==> src/design/mic_pkg.sv <==
// constants shared by the interrupt controller files
package mic_pkg;
  // number of maskable sources
  localparam int NumSrc = 15;
  localparam logic [3:0] SrcW = 4'hF;
  // source indices in request vector
  localparam int SrcExt0 = 0;
  localparam int SrcExt1 = 1;
  localparam int SrcExt2 = 2;
  localparam int SrcExt3 = 3;
  localparam int SrcRx = 4;
  localparam int SrcTx = 5;
  localparam int SrcTmrA = 6;
  localparam int SrcTmrB = 7;
  localparam int SrcTmrC = 8;
  localparam int SrcTmrD = 9;
  localparam int SrcInterval = 10;
  localparam int SrcWatchdog = 11;
  localparam int SrcWatch = 12;
  localparam int SrcSpare0 = 13;
  localparam int SrcSpare1 = 14;
  // vector addresses
  localparam logic [15:0] VecReset = 16'hFFFE;
  localparam logic [15:0] VecExt0 = 16'hFFFA;
  localparam logic [15:0] VecExt1 = 16'hFFF8;
  localparam logic [15:0] VecExt2 = 16'hFFF6;
  localparam logic [15:0] VecExt3 = 16'hFFF4;
  localparam logic [15:0] VecSerial = 16'hFFF2;
  localparam logic [15:0] VecTmrA = 16'hFFEE;
  localparam logic [15:0] VecTmrB = 16'hFFEC;
  localparam logic [15:0] VecTmrC = 16'hFFEA;
  localparam logic [15:0] VecTmrD = 16'hFFE8;
  localparam logic [15:0] VecInterval = 16'hFFE2;
  localparam logic [15:0] VecWatch = 16'hFFE0;
  // break shares the table call 0 vector
  localparam logic [15:0] VecBreak = 16'hFFDE;
  // status word bits
  localparam int PswMasterBit = 2;
  localparam int PswBreakBit = 4;
  // register indices on the plain port
  localparam logic [3:0] RegEnHigh = 4'h0;
  localparam logic [3:0] RegEnMid = 4'h1;
  localparam logic [3:0] RegEnLow = 4'h2;
  localparam logic [3:0] RegReqHigh = 4'h3;
  localparam logic [3:0] RegReqMid = 4'h4;
  localparam logic [3:0] RegReqLow = 4'h5;
  localparam logic [3:0] RegAccHigh = 4'h6;
  localparam logic [3:0] RegAccLow = 4'h7;
  localparam logic [3:0] RegEdgeSel = 4'h8;
  localparam logic [3:0] RegPsw = 4'h9;
  localparam logic [7:0] PswReset = 8'h00;
  // acceptance takes eight oscillator periods
  localparam int AcceptPeriods = 8;
  localparam logic [3:0] AcceptLast = 4'(AcceptPeriods - 1);
  // edge select codes
  localparam logic [1:0] EdgeFall = 2'h1;
  localparam logic [1:0] EdgeRise = 2'h2;
  localparam logic [1:0] EdgeBoth = 2'h3;
  // sequencer states
  typedef enum logic [2:0] {
    MIC_IDLE = 3'b000,
    MIC_PUSH_PCH = 3'b001,
    MIC_PUSH_PCL = 3'b010,
    MIC_PUSH_PSW = 3'b011,
    MIC_FETCH = 3'b100,
    MIC_POP_PSW = 3'b101,
    MIC_POP_PCL = 3'b110,
    MIC_POP_PCH = 3'b111
  } mic_state_e;
endpackage

==> src/design/mic_edge_detect.sv <==
// edge detector for one external interrupt input
`timescale 1ns/1ps
`default_nettype none
module mic_edge_detect (
  // clock and reset
  input wire logic sys_clk,
  input wire logic rst,
  // pin and selection
  input wire logic pinIn,
  input wire logic [1:0] edgeSel,
  // one cycle event
  output logic edgeHit
);
  import mic_pkg::*;
  logic prev_ff;
  logic nxt_prev;
  // previous pin level
  always_comb
  begin
    nxt_prev = pinIn;
  end
  always_ff @(posedge sys_clk)
  begin
    if (rst)
      prev_ff <= 1'b1;
    else
      prev_ff <= nxt_prev;
  end
  // falling, rising or both per selection
  always_comb
  begin
    edgeHit = 1'b0;
    if ((edgeSel == EdgeFall || edgeSel == EdgeBoth) && prev_ff && !pinIn)
      edgeHit = 1'b1;
    if ((edgeSel == EdgeRise || edgeSel == EdgeBoth) && !prev_ff && pinIn)
      edgeHit = 1'b1;
  end
endmodule
`default_nettype wire

==> src/design/mic_priority.sv <==
// fixed priority pick and vector lookup
`timescale 1ns/1ps
`default_nettype none
module mic_priority (
  // qualified requests
  input wire logic [14:0] pending,
  // chosen source
  output logic found,
  output logic [3:0] srcIdx,
  output logic [15:0] vector
);
  import mic_pkg::*;
  // lowest index has highest priority
  always_comb
  begin
    found = 1'b0;
    srcIdx = SrcW;
    for (int i = NumSrc - 1; i >= 0; i--)
    begin
      if (pending[i])
      begin
        found = 1'b1;
        srcIdx = 4'(i);
      end
    end
  end
  // vector table
  always_comb
  begin
    case (srcIdx)
      4'(SrcExt0): vector = VecExt0;
      4'(SrcExt1): vector = VecExt1;
      4'(SrcExt2): vector = VecExt2;
      4'(SrcExt3): vector = VecExt3;
      4'(SrcRx): vector = VecSerial;
      4'(SrcTx): vector = VecSerial;
      4'(SrcTmrA): vector = VecTmrA;
      4'(SrcTmrB): vector = VecTmrB;
      4'(SrcTmrC): vector = VecTmrC;
      4'(SrcTmrD): vector = VecTmrD;
      4'(SrcInterval): vector = VecInterval;
      4'(SrcWatchdog): vector = VecWatch;
      4'(SrcWatch): vector = VecWatch;
      default: vector = VecReset;
    endcase
  end
endmodule
`default_nettype wire

==> src/design/mic_interrupt_controller.sv <==
// interrupt controller top: flags, enables, acceptance sequencer
`timescale 1ns/1ps
`default_nettype none
module mic_interrupt_controller (
  // clock and reset
  input wire logic sys_clk,
  input wire logic rst,
  // register port
  input wire logic [3:0] regAddr,
  input wire logic [7:0] regWrData,
  input wire logic regWrEn,
  input wire logic regRdEn,
  output logic [7:0] regRdData,
  // source events
  input wire logic [3:0] extPin,
  input wire logic serialRxDone,
  input wire logic serialTxDone,
  input wire logic [3:0] timerMatch,
  input wire logic intervalOverflow,
  input wire logic watchdogMatch,
  input wire logic watchdogResetSelect,
  input wire logic watchTick,
  // cpu core side
  input wire logic instrDone,
  input wire logic softwareBreak,
  input wire logic returnFromInterrupt,
  input wire logic setMasterEnable,
  input wire logic [15:0] cpuPc,
  input wire logic [7:0] stackRdData,
  output logic cpuHold,
  output logic [7:0] stackPtr,
  output logic stackWr,
  output logic [7:0] stackWrData,
  output logic pcLoad,
  output logic [15:0] pcLoadValue,
  output logic [7:0] psw,
  output logic [3:0] acceptedSrc
);
  import mic_pkg::*;

  logic [14:0] reqFlags_ff, nxt_reqFlags;
  logic [14:0] enable_ff, nxt_enable;
  logic [14:0] accFlags_ff, nxt_accFlags;
  logic [7:0] edgeSel_ff, nxt_edgeSel;
  logic [7:0] psw_ff, nxt_psw;
  logic [7:0] rdData_ff, nxt_rdData;
  mic_state_e state_ff, nxt_state;
  logic [3:0] cnt_ff, nxt_cnt;
  logic [7:0] sp_ff, nxt_sp;
  logic [15:0] retPc_ff, nxt_retPc;
  logic [15:0] vec_ff, nxt_vec;
  logic [3:0] src_ff, nxt_src;
  logic isBreak_ff, nxt_isBreak;
  logic [7:0] popPsw_ff, nxt_popPsw;
  logic [7:0] popPcl_ff, nxt_popPcl;
  // status word as it stood before acceptance, so a return restores it
  logic [7:0] savedPsw_ff, nxt_savedPsw;
  logic [3:0] extHit;
  logic [14:0] events;
  logic [14:0] pending;
  logic found;
  logic [3:0] pickIdx;
  logic [15:0] pickVec;
  logic stepDone;

  // one edge detector per external input
  for (genvar g = 0; g < 4; g++)
  begin : gEdge
    mic_edge_detect uEdge (
      .sys_clk(sys_clk),
      .rst(rst),
      .pinIn(extPin[g]),
      .edgeSel(edgeSel_ff[2*g+1:2*g]),
      .edgeHit(extHit[g])
    );
  end

  // hardware event vector
  always_comb
  begin
    events = '0;
    events[SrcExt3:SrcExt0] = extHit;
    events[SrcRx] = serialRxDone;
    events[SrcTx] = serialTxDone;
    events[SrcTmrD:SrcTmrA] = timerMatch;
    events[SrcInterval] = intervalOverflow;
    events[SrcWatchdog] = watchdogMatch && !watchdogResetSelect;
    events[SrcWatch] = watchTick;
  end

  // gating by master enable and per-source enable; break bypasses this
  assign pending = (psw_ff[PswMasterBit]) ?
    (reqFlags_ff & enable_ff) : '0;

  mic_priority uPrio (
    .pending(pending),
    .found(found),
    .srcIdx(pickIdx),
    .vector(pickVec)
  );

  // last period of a sequence: the counter load happens here
  assign stepDone = (cnt_ff == AcceptLast);

  // sequencer next state
  always_comb
  begin
    nxt_state = state_ff;
    nxt_cnt = cnt_ff;
    nxt_sp = sp_ff;
    nxt_retPc = retPc_ff;
    nxt_vec = vec_ff;
    nxt_src = src_ff;
    nxt_isBreak = isBreak_ff;
    nxt_popPsw = popPsw_ff;
    nxt_popPcl = popPcl_ff;
    nxt_psw = psw_ff;
    nxt_savedPsw = savedPsw_ff;
    stackWr = 1'b0;
    stackWrData = '0;
    pcLoad = 1'b0;
    pcLoadValue = vec_ff;
    if (setMasterEnable && state_ff == MIC_IDLE)
      nxt_psw[PswMasterBit] = 1'b1;
    case (state_ff)
      MIC_IDLE:
      begin
        nxt_cnt = '0;
        if (instrDone && found)
        begin
          nxt_state = MIC_PUSH_PCH;
          nxt_src = pickIdx;
          nxt_vec = pickVec;
          nxt_retPc = cpuPc;
          nxt_savedPsw = psw_ff;
          nxt_isBreak = 1'b0;
          nxt_psw[PswMasterBit] = 1'b0;
        end
        else if (instrDone && softwareBreak)
        begin
          nxt_state = MIC_PUSH_PCH;
          nxt_src = SrcW;
          nxt_vec = VecBreak;
          nxt_retPc = cpuPc;
          nxt_savedPsw = psw_ff;
          nxt_isBreak = 1'b1;
          nxt_psw[PswBreakBit] = 1'b1;
          nxt_psw[PswMasterBit] = 1'b0;
        end
        else if (instrDone && returnFromInterrupt)
        begin
          // a return frame is marked by the spare source code
          nxt_state = MIC_POP_PSW;
          nxt_src = SrcW - 4'h1;
          nxt_isBreak = 1'b0;
        end
      end
      // push high, low, status word; stack down each time
      MIC_PUSH_PCH:
      begin
        stackWr = 1'b1;
        stackWrData = retPc_ff[15:8];
        nxt_sp = sp_ff - 8'h01;
        nxt_state = MIC_PUSH_PCL;
      end
      MIC_PUSH_PCL:
      begin
        stackWr = 1'b1;
        stackWrData = retPc_ff[7:0];
        nxt_sp = sp_ff - 8'h01;
        nxt_state = MIC_PUSH_PSW;
      end
      MIC_PUSH_PSW:
      begin
        stackWr = 1'b1;
        stackWrData = savedPsw_ff;
        nxt_sp = sp_ff - 8'h01;
        nxt_state = MIC_FETCH;
      end
      // wait out the eight periods, then jump
      MIC_FETCH:
      begin
        if (stepDone)
        begin
          pcLoad = 1'b1;
          pcLoadValue = vec_ff;
          nxt_state = MIC_IDLE;
        end
      end
      // pop status word, then return address
      MIC_POP_PSW:
      begin
        nxt_sp = sp_ff + 8'h01;
        nxt_state = MIC_POP_PCL;
      end
      MIC_POP_PCL:
      begin
        nxt_popPsw = stackRdData;
        nxt_sp = sp_ff + 8'h01;
        nxt_state = MIC_POP_PCH;
      end
      MIC_POP_PCH:
      begin
        nxt_popPcl = stackRdData;
        nxt_sp = sp_ff + 8'h01;
        nxt_state = MIC_FETCH;
      end
      default:
        nxt_state = MIC_IDLE;
    endcase
    // one count per period of a sequence
    if (state_ff != MIC_IDLE && !stepDone)
      nxt_cnt = cnt_ff + 4'h1;
    // high byte sits at the restored pointer while the periods run out;
    // the pointer no longer moves, so the pair is stable until the load
    if (state_ff == MIC_FETCH && returnMode(src_ff, isBreak_ff))
      nxt_vec = {stackRdData, popPcl_ff};
    if (state_ff == MIC_FETCH && stepDone && returnMode(src_ff, isBreak_ff))
      nxt_psw = popPsw_ff;
  end

  // return frames are marked by the spare source code SrcSpare1 (14)
  function automatic logic returnMode(input logic [3:0] s, input logic b);
    returnMode = 1'b0;
    if (s == SrcW - 4'h1 && !b)
      returnMode = 1'b1;
  endfunction

  // flags, enables and software register writes
  always_comb
  begin
    nxt_reqFlags = reqFlags_ff;
    nxt_enable = enable_ff;
    nxt_accFlags = accFlags_ff;
    nxt_edgeSel = edgeSel_ff;
    nxt_rdData = '0;
    if (regWrEn)
    begin
      case (regAddr)
        RegEnHigh: nxt_enable[7:0] = regWrData;
        RegEnMid: nxt_enable[14:8] = regWrData[6:0];
        RegReqHigh: nxt_reqFlags[7:0] = regWrData;
        RegReqMid: nxt_reqFlags[14:8] = regWrData[6:0];
        RegAccHigh: nxt_accFlags[7:0] = regWrData;
        RegAccLow: nxt_accFlags[14:8] = regWrData[6:0];
        RegEdgeSel: nxt_edgeSel = regWrData;
        default: nxt_rdData = '0;
      endcase
    end
    // accepted source flag cleared after master enable drops
    if (state_ff == MIC_PUSH_PCH && !isBreak_ff && src_ff < SrcW)
      nxt_reqFlags[src_ff] = 1'b0;
    // events win over any clear in the same cycle
    nxt_reqFlags = nxt_reqFlags | events;
    nxt_accFlags = nxt_accFlags | (nxt_reqFlags & enable_ff);
    if (regRdEn)
    begin
      case (regAddr)
        RegEnHigh: nxt_rdData = enable_ff[7:0];
        RegEnMid: nxt_rdData = {1'b0, enable_ff[14:8]};
        RegReqHigh: nxt_rdData = reqFlags_ff[7:0];
        RegReqMid: nxt_rdData = {1'b0, reqFlags_ff[14:8]};
        RegAccHigh: nxt_rdData = accFlags_ff[7:0];
        RegAccLow: nxt_rdData = {1'b0, accFlags_ff[14:8]};
        RegEdgeSel: nxt_rdData = edgeSel_ff;
        RegPsw: nxt_rdData = psw_ff;
        default: nxt_rdData = '0;
      endcase
    end
  end

  // register all state
  always_ff @(posedge sys_clk)
  begin
    if (rst)
    begin
      reqFlags_ff <= '0;
      enable_ff <= '0;
      accFlags_ff <= '0;
      edgeSel_ff <= '0;
      psw_ff <= PswReset;
      rdData_ff <= '0;
      state_ff <= MIC_IDLE;
      cnt_ff <= '0;
      sp_ff <= '1;
      retPc_ff <= '0;
      vec_ff <= '0;
      src_ff <= SrcW;
      isBreak_ff <= 1'b0;
      popPsw_ff <= '0;
      popPcl_ff <= '0;
      savedPsw_ff <= PswReset;
    end
    else
    begin
      reqFlags_ff <= nxt_reqFlags;
      enable_ff <= nxt_enable;
      accFlags_ff <= nxt_accFlags;
      edgeSel_ff <= nxt_edgeSel;
      psw_ff <= nxt_psw;
      rdData_ff <= nxt_rdData;
      state_ff <= nxt_state;
      cnt_ff <= nxt_cnt;
      sp_ff <= nxt_sp;
      retPc_ff <= nxt_retPc;
      vec_ff <= nxt_vec;
      src_ff <= nxt_src;
      isBreak_ff <= nxt_isBreak;
      popPsw_ff <= nxt_popPsw;
      popPcl_ff <= nxt_popPcl;
      savedPsw_ff <= nxt_savedPsw;
    end
  end

  // outputs
  assign regRdData = rdData_ff;
  assign cpuHold = (state_ff != MIC_IDLE);
  assign stackPtr = sp_ff;
  assign psw = psw_ff;
  assign acceptedSrc = src_ff;
endmodule
`default_nettype wire

==> config.mk <==
export PLATFORM = sky130hd
export DESIGN_NAME = mic_interrupt_controller
export DESIGN_NICKNAME = d
export VERILOG_FILES = /design/src/design/mic_pkg.sv /design/src/design/mic_edge_detect.sv /design/src/design/mic_priority.sv /design/src/design/mic_interrupt_controller.sv
export SDC_FILE = /design/constraint.sdc
export NUM_CORES = 1
export LEC_CHECK = 0
export ABC_AREA = 1
export BUFFER_PORTS_ARGS = -buffer_cell sky130_fd_sc_hd__buf_2
export CAP_MARGIN = 20
export CORE_UTILIZATION = 56
export CTS_CLUSTER_SIZE = 8
export DETAILED_ROUTE_END_ITERATION = 7
export GPL_ROUTABILITY_DRIVEN = 0
export MAX_ROUTING_LAYER = met4
export PLACE_DENSITY = 0.79
export RECOVER_POWER = 100
export SLEW_MARGIN = 30
export SYNTH_ARGS = -nofsm -noshare
export SYNTH_HDL_FRONTEND = slang
export SYNTH_SLANG_ARGS = --single-unit
export TNS_END_PERCENT = 100
==> constraint.sdc <==
create_clock -name sys_clk -period 3.6 [get_ports sys_clk]
set_input_delay 0 -clock sys_clk [delete_from_list [all_inputs] [get_ports sys_clk]]
set_output_delay 0 -clock sys_clk [all_outputs]
set_load 0.005 [all_outputs]
# Yosys cells after proc, flatten, opt, wreduce, memory -nomap -nowiden
# Memory sizes are Yosys's and may differ from the RTL's.
# Index checks and enable logic that the tools add are counted.
# Widths: inputs -> output; s select.
[word_totals]
rom_bits = 64
output_inout_bits = 55
register_bits = 149
inputBits = 58
elab_cells = 223
memories = 1
[op_classes]
order_cmp = 3
reduce_logical = 71
bitwise_logic = 7
n_eq_ne = 31
add_sub_neg = 3
mux = 84
[mem_list]
columns = ["memory", "words", "width", "read_ports", "rd_clocked_by_memory_dff", "write_ports", "line", "source"]
rows = [
  ["(name not given)", 16, 4, 1, 0, 0, "mic_priority.sv:30", "case (srcIdx)"],
]
[ops]
columns = ["op", "n"]
rows = [
  ["$mux 16", 6],
  ["$pmux 8 s8", 1],
  ["$mux 15", 4],
  ["$mux 4", 13],
  ["$and 15x15->15", 3],
  ["$mux 1", 39],
  ["$mux 8", 4],
  ["$logic_and 1x1->1", 29],
  ["$mux 3", 8],
  ["$pmux 8 s3", 1],
  ["$pmux 3 s7", 1],
  ["$eq 2x2->1 const B", 8],
  ["$eq 4x3->1 const B", 4],
  ["$pmux 8 s2", 1],
  ["$not 15->15", 1],
  ["$or 15x13->15", 1],
  ["$or 15x15->15", 1],
  ["$mux 7", 2],
  ["$reduce_and 2->1", 7],
  ["$eq 3x3->1 const B", 4],
  ["$eq 4x4->1 const B", 3],
  ["$reduce_bool 2->1", 6],
  ["$logic_not 1->1", 11],
  ["$reduce_bool 3->1", 3],
  ["other kinds (24)", 38],
]

# Longest topological paths before layout
[logic_depth]
word_depth = 21
ltp_mapped = 21
depth_no_buf = 21

# Modules after synthesis
# A second synthesis with hierarchy kept.
[hier_totals]
cells_unflattened = 1030
area_unflattened_um2 = 7141.8
[modules_own_cells]
columns = ["mod", "instances", "seq_area_each_um2", "cells_per_inst", "area_per_inst_um2"]
rows = [
  ["mic_interrupt_controller", 1, 2902.8, 925, 6573.8],
  ["mic_priority", 1, 0.0, 77, 377.9],
  ["mic_edge_detect", 4, 20.0, 7, 47.5],
]

# Least setup slack after synthesis
# Ideal clock, no wire load.
[synth_timing]
kind = "register to register"
from = "register state_ff[1]"
to = "register sp_ff[7], in the netlist stackPtr[7]"
stages_incl_launch_ff = 18
path_buffers = 1
t_arrival_ns = 2.364
synth_period_minus_slack_ns = 2.487
setup_ns = 0.123
required_ns = 3.477
setup_slack_ns = 1.113
path_cell_list = "dfxtp_1 > nor2_4 > clkbuf_1 > nor2_1 > inv_1 > ha_1 > a21oi_1 > nand2_1 > nand2_1 > nand2_1 > a21oi_1 > nor2_1 > nor2_1 > nor2_1 > o21ai_0 > nand3_1 > a21oi_1 > o21ai_0"
[synth_via]
elab_chain_len = 3
elab_cells_between_ends = 10
cone_classes = "eq/ne: 6; mux: 1; reduce/logical: 3"
[synth_lines]
columns = ["element", "line", "source"]
rows = [
  ["start: declaration", "mic_interrupt_controller.sv:47", "mic_state_e state_ff, nxt_state;"],
  ["start signal: assignment", "mic_interrupt_controller.sv:302", "state_ff <= nxt_state;"],
  ["$eq 3x3->1 (tied with other cells)", "mic_interrupt_controller.sv:125", "case (state_ff)"],
  ["$reduce_or 3->1 (no source line)", "n/a", ""],
  ["$pmux 8 s2 or $reduce_bool 2->1 (tied branches)", "n/a", ""],
  ["end signal: assignment", "mic_interrupt_controller.sv:304", "sp_ff <= nxt_sp;"],
  ["end: declaration", "mic_interrupt_controller.sv:49", "logic [7:0] sp_ff, nxt_sp;"],
]
# Several ways; a longest one is shown, not always the timed one.
# A chain may end at the register's enable or synchronous reset.

# Worst setup path after layout
[layout_timing]
from = "register psw_ff[2], in the netlist psw[2]"
to = "register vec_ff[4]"
[layout_via]
elab_chain_len = 20
elab_cells_between_ends = 38
cone_classes = "mux: 34; reduce/logical: 3; memory: 1"
[layout_lines]
columns = ["element", "line", "source"]
rows = [
  ["start: declaration", "mic_interrupt_controller.sv:45", "logic [7:0] psw_ff, nxt_psw;"],
  ["start signal: assignment", "mic_interrupt_controller.sv:281", "psw_ff <= PswReset;"],
  ["start signal: assignment", "mic_interrupt_controller.sv:300", "psw_ff <= nxt_psw;"],
  ["$mux 15 *", "mic_interrupt_controller.sv:92", "assign pending = (psw_ff[PswMasterBit]) ?"],
  ["$mux 1", "mic_priority.sv:20", "if (pending[i])"],
  ["$mux 2 or $mux 1 (tied branches) (2 in series)", "mic_priority.sv:20", ""],
  ["$mux 3 or $mux 1 (tied branches) (4 in series)", "mic_priority.sv:20", ""],
  ["$mux 4 or $mux 1 (tied branches) (8 in series)", "mic_priority.sv:20", ""],
  ["$mem_v2 16x4 or $logic_and 1x1->1 (tied branches)", "n/a", ""],
  ["$mux 16", "mic_interrupt_controller.sv:129", "if (instrDone && found)"],
  ["$mux 16", "mic_interrupt_controller.sv:125", ""],
  ["$mux 16", "mic_interrupt_controller.sv:216", "if (state_ff == MIC_FETCH && returnMode(src_ff, isBreak_ff))"],
  ["end signal: assignment", "mic_interrupt_controller.sv:306", "vec_ff <= nxt_vec;"],
  ["end: declaration", "mic_interrupt_controller.sv:51", "logic [15:0] vec_ff, nxt_vec;"],
]
# Every way passes the cells marked *; elsewhere a longest branch is shown, timed or not. The select of a mux whose other input is x is not followed.

==> impl_table.tex <==
\begin{tabular}{lr}
\hline
Metric & Value \\
\hline
\multicolumn{2}{l}{\textbf{Status}} \\
Run status & complete, but fails checks \\
Violated checks & hold timing, capacitance limit, slew limit \\
\multicolumn{2}{l}{\textbf{Worst setup path}} \\
Data required, critical path & 3.94 ns \\
Critical Path Fanout Max & 35 \\
Beginning of the worst register-to-register path & psw[2] \\
R2R setup slack & 0.55 ns \\
Reg-to-Reg End & vec\_ff[4] \\
Number of cell instances on the worst register-to-register path & 17 \\
Startpoint kind of the worst setup timing path & register \\
Critical path endpoint category & register \\
Arr. time, crit path & 3.39 ns \\
WS Path Type & register to register \\
\multicolumn{2}{l}{\textbf{Synth}} \\
Cell type contributing the most total cell area after synthesis & dfxtp\_1 \\
Number of synthesized register bits & 149 \\
Sequential element share of the synthesized area & 0.437 \\
Area share of the largest cell type after synthesis & 0.437 \\
Number of warnings reported in the yosys synthesis log & 0 \\
Number of enable flip-flop cells after synthesis & 0 \\
Most frequently used flop master after synthesis & dfxtp\_1 \\
Mean post-synth cell area & 7.54 um2 \\
Mapped Nets & 971 \\
Dominant cells by area after synthesis & dfxtp\_1, o21ai\_0, nand2\_1 \\
Share of synthesized registers carrying an async set or reset & 0 \\
Leading cell types by count after synthesis & dfxtp\_1, nand2\_1, inv\_1 \\
Syn Inst Count & 905 \\
Post-Syn Area & 0.00682 mm2 \\
Most frequent cell after synthesis & dfxtp\_1 \\
Distinct cell type count of the synthesized netlist & 50 \\
\multicolumn{2}{l}{\textbf{Clock tree}} \\
Clock sink total & 149 \\
Clock insertion delay at the later pin of the skew report & 0.43 ns \\
TritonCTS clock tree & done \\
Number of H-tree branching levels & 4 \\
Post\_cts resized & 0 \\
Hold\_buf cts & 49 \\
Clock-pin transition on the worst setup and hold timing paths & 0.06 ns \\
TritonCTS buffer count & 17 \\
Buffer type at the clock tree root & clkbuf\_16 \\
Maximum count of clock buffers along a single path & 2 \\
Number of buffers added for setup after CTS & 0 \\
\multicolumn{2}{l}{\textbf{Cells and area}} \\
Net count reported at finish & 1116 \\
Antenna cells & 0 \\
Share of layout cells above drive strength 1 & 0.135 \\
Fillcell total & 905 \\
Signed area change from the synthesized netlist to the final layout & 24.2\% \\
\multicolumn{2}{l}{\textbf{Global route}} \\
Maximum number of pins on one net before global-route repair & 99 \\
Aggregate global routing overflow & 0 \\
Global-route wire length before repair & 32800 um \\
Total global routing track utilization & 0.348 \\
Via count of the first global-routing pass & 6699 \\
Number of antenna violations at the first check in global routing & 0 \\
\multicolumn{2}{l}{\textbf{Detailed routing}} \\
Violation count after the first detailed-routing iteration & 694 \\
First drt pass iteration count & 5 \\
Final wirelength & 20500 um \\
Number of vias after detailed routing & 6990 \\
Number of routed nets with antenna violations & 0 \\
DRC Markers & 0 \\
Routed wirelength normalized by instance count & 17.0 um \\
Vias per Instance & 5.80 \\
\multicolumn{2}{l}{\textbf{Floorplan}} \\
Die ar. & 0.0126 mm2 \\
Die span in x & 112 um \\
\# rows & 39 \\
Die height & 112 um \\
Core area & 0.0117 mm2 \\
Initial cell density of the core & 0.585 \\
I/O pin count & 113 \\
\multicolumn{2}{l}{\textbf{STA}} \\
Final worst-path cycle share & 0.848 \\
Final setup violation count & 0 \\
Final Hold Fails & 1 \\
Period minus WS final & 3.05 ns \\
Setup Skew & 0.00684 ns \\
Worst slew pin tran & 2.16 ns \\
Unrepaired setup endpoints after global routing & no \\
Number of pins with negative max-slew slack in the final report & 142 \\
Worst-case hold slack & -0.000973 ns \\
Maximum frequency from static timing analysis & 0.328 GHz \\
Setup TNS & 0 ns \\
Tightest slew margin relative to the limit & -0.439 \\
\multicolumn{2}{l}{\textbf{Min path}} \\
Type of the most critical hold path & input port to register \\
Min-Delay Path Depth & 4 \\
Start point of the worst min-delay path & instrDone \\
Sink of the worst hold path & acceptedSrc[3] \\
\multicolumn{2}{l}{\textbf{Power}} \\
Power per cell area & 607 mW/mm2 \\
Static leakage & 3.62 nW \\
Highest ir drop seen on vdd & 0.430 mV \\
Final Total Pwr & 5.14 mW \\
\multicolumn{2}{l}{\textbf{Placement}} \\
Count of input and output buffers & 112 \\
Total half-perimeter wirelength after legalization and detailed placement & 13600 um \\
\multicolumn{2}{l}{\textbf{Run}} \\
Total of max-cap violations & 2 \\
\hline
\end{tabular}
## metal layers
metal	wire, um	GRT usage
met1	8020	0.396
met3	1880	0.0988
met5	0	-
met4	789	0.168
met2	9820	0.565
## placed cells by master, fill, tap and decap left out, types with 7 or more instances in the layout
cell type	Yosys	final
nor2_1	95	98
a31oi_1	13	13
dlygate4sd3_1	0	49
clkbuf_1	26	26
clkbuf_16	0	17
nand2_1	137	138
a21oi_1	94	94
nand3_1	37	37
o21ai_0	103	106
inv_1	107	109
buf_2	5	85
ha_1	7	7
o22ai_1	15	15
o221a_1	8	8
a22o_1	10	10
a221oi_1	13	13
dfxtp_1	149	149
## power by group
part | internal [mW] | switching, mW | leakage (nW) | total [mW]
Sequential | 1.87 | 0.190 | 1.22 | 2.06
Clock | 1.25 | 0.705 | 0.314 | 1.95
Combinational | 0.418 | 0.711 | 2.10 | 1.13
## metrics by stage
stage               hold slack [ns]  utilization  setup slack, ns  area, um2  std cells
floorplan                     0.108            -             1.11       6820        905
global placement              0.198        0.635            0.933       7410       1125
detailed placement            0.208        0.635            0.842       7410       1125
CTS                          0.0187        0.733            0.770       8550       1206
global route                 0.0135        0.727            0.256       8470       1206
finish                    -0.000973        0.727            0.549       8470       1206
## area by class of cell
| cell class | count | area [um2] | area share |
|---|---|---|---|
| multi-input combinational | 602 | 3190 | 0.376 |
| sequential | 149 | 2980 | 0.352 |
| timing repair buffer | 163 | 1030 | 0.122 |
| inverter | 117 | 448 | 0.0529 |
| clock buffer | 19 | 443 | 0.0523 |
| clock inverter | 13 | 203 | 0.0239 |
| tap | 143 | 179 | 0.0211 |
## critical path, stage by stage (launching register included)
cell	delay, ns
dfxtp_1	0.70
nand3_1	0.26
nand2_1	0.11
inv_1	0.07
nand2_4	0.06
nor2_1	0.09
nand2_1	0.13
nor2_4	0.04
nor2_1	0.38
nor2_8	0.07
nor2_8	0.38
inv_8	0.13
nand2_8	0.15
inv_2	0.07
nor2_1	0.09
nand3_1	0.09
nand2_1	0.07
inv_1	0.04
## state kept, by name (all words and copies together), names as in the netlist, 15 cells and up
name,count
accFlags_ff,15
enable_ff,15
reqFlags_ff,15
retPc_ff,16
vec_ff,16
## how the worst max path moves through the flow
stage,start,to
2_1_floorplan,state_ff[1],stackPtr[7]
3_3_place_gp,state_ff[2],stackPtr[7]
3_5_place_dp,state_ff[2],stackPtr[7]
4_1_cts,state_ff[2],stackPtr[7]
5_1_grt,psw[2],vec_ff[2]
6_report,psw[2],vec_ff[4]
## logic make-up after synthesis
group | Yosys count | share of synthesized area
AOI/OAI and AO/OA | 286 | 0.247
xor gates and xnor gates | 2 | 0.00257
adders and majority gates | 8 | 0.0158
buffers and inverters | 154 | 0.0922
DFF | 149 | 0.437
muxes | 3 | 0.00440
and+or+nand+nor | 303 | 0.201
(Power assumes the default switching activity.)
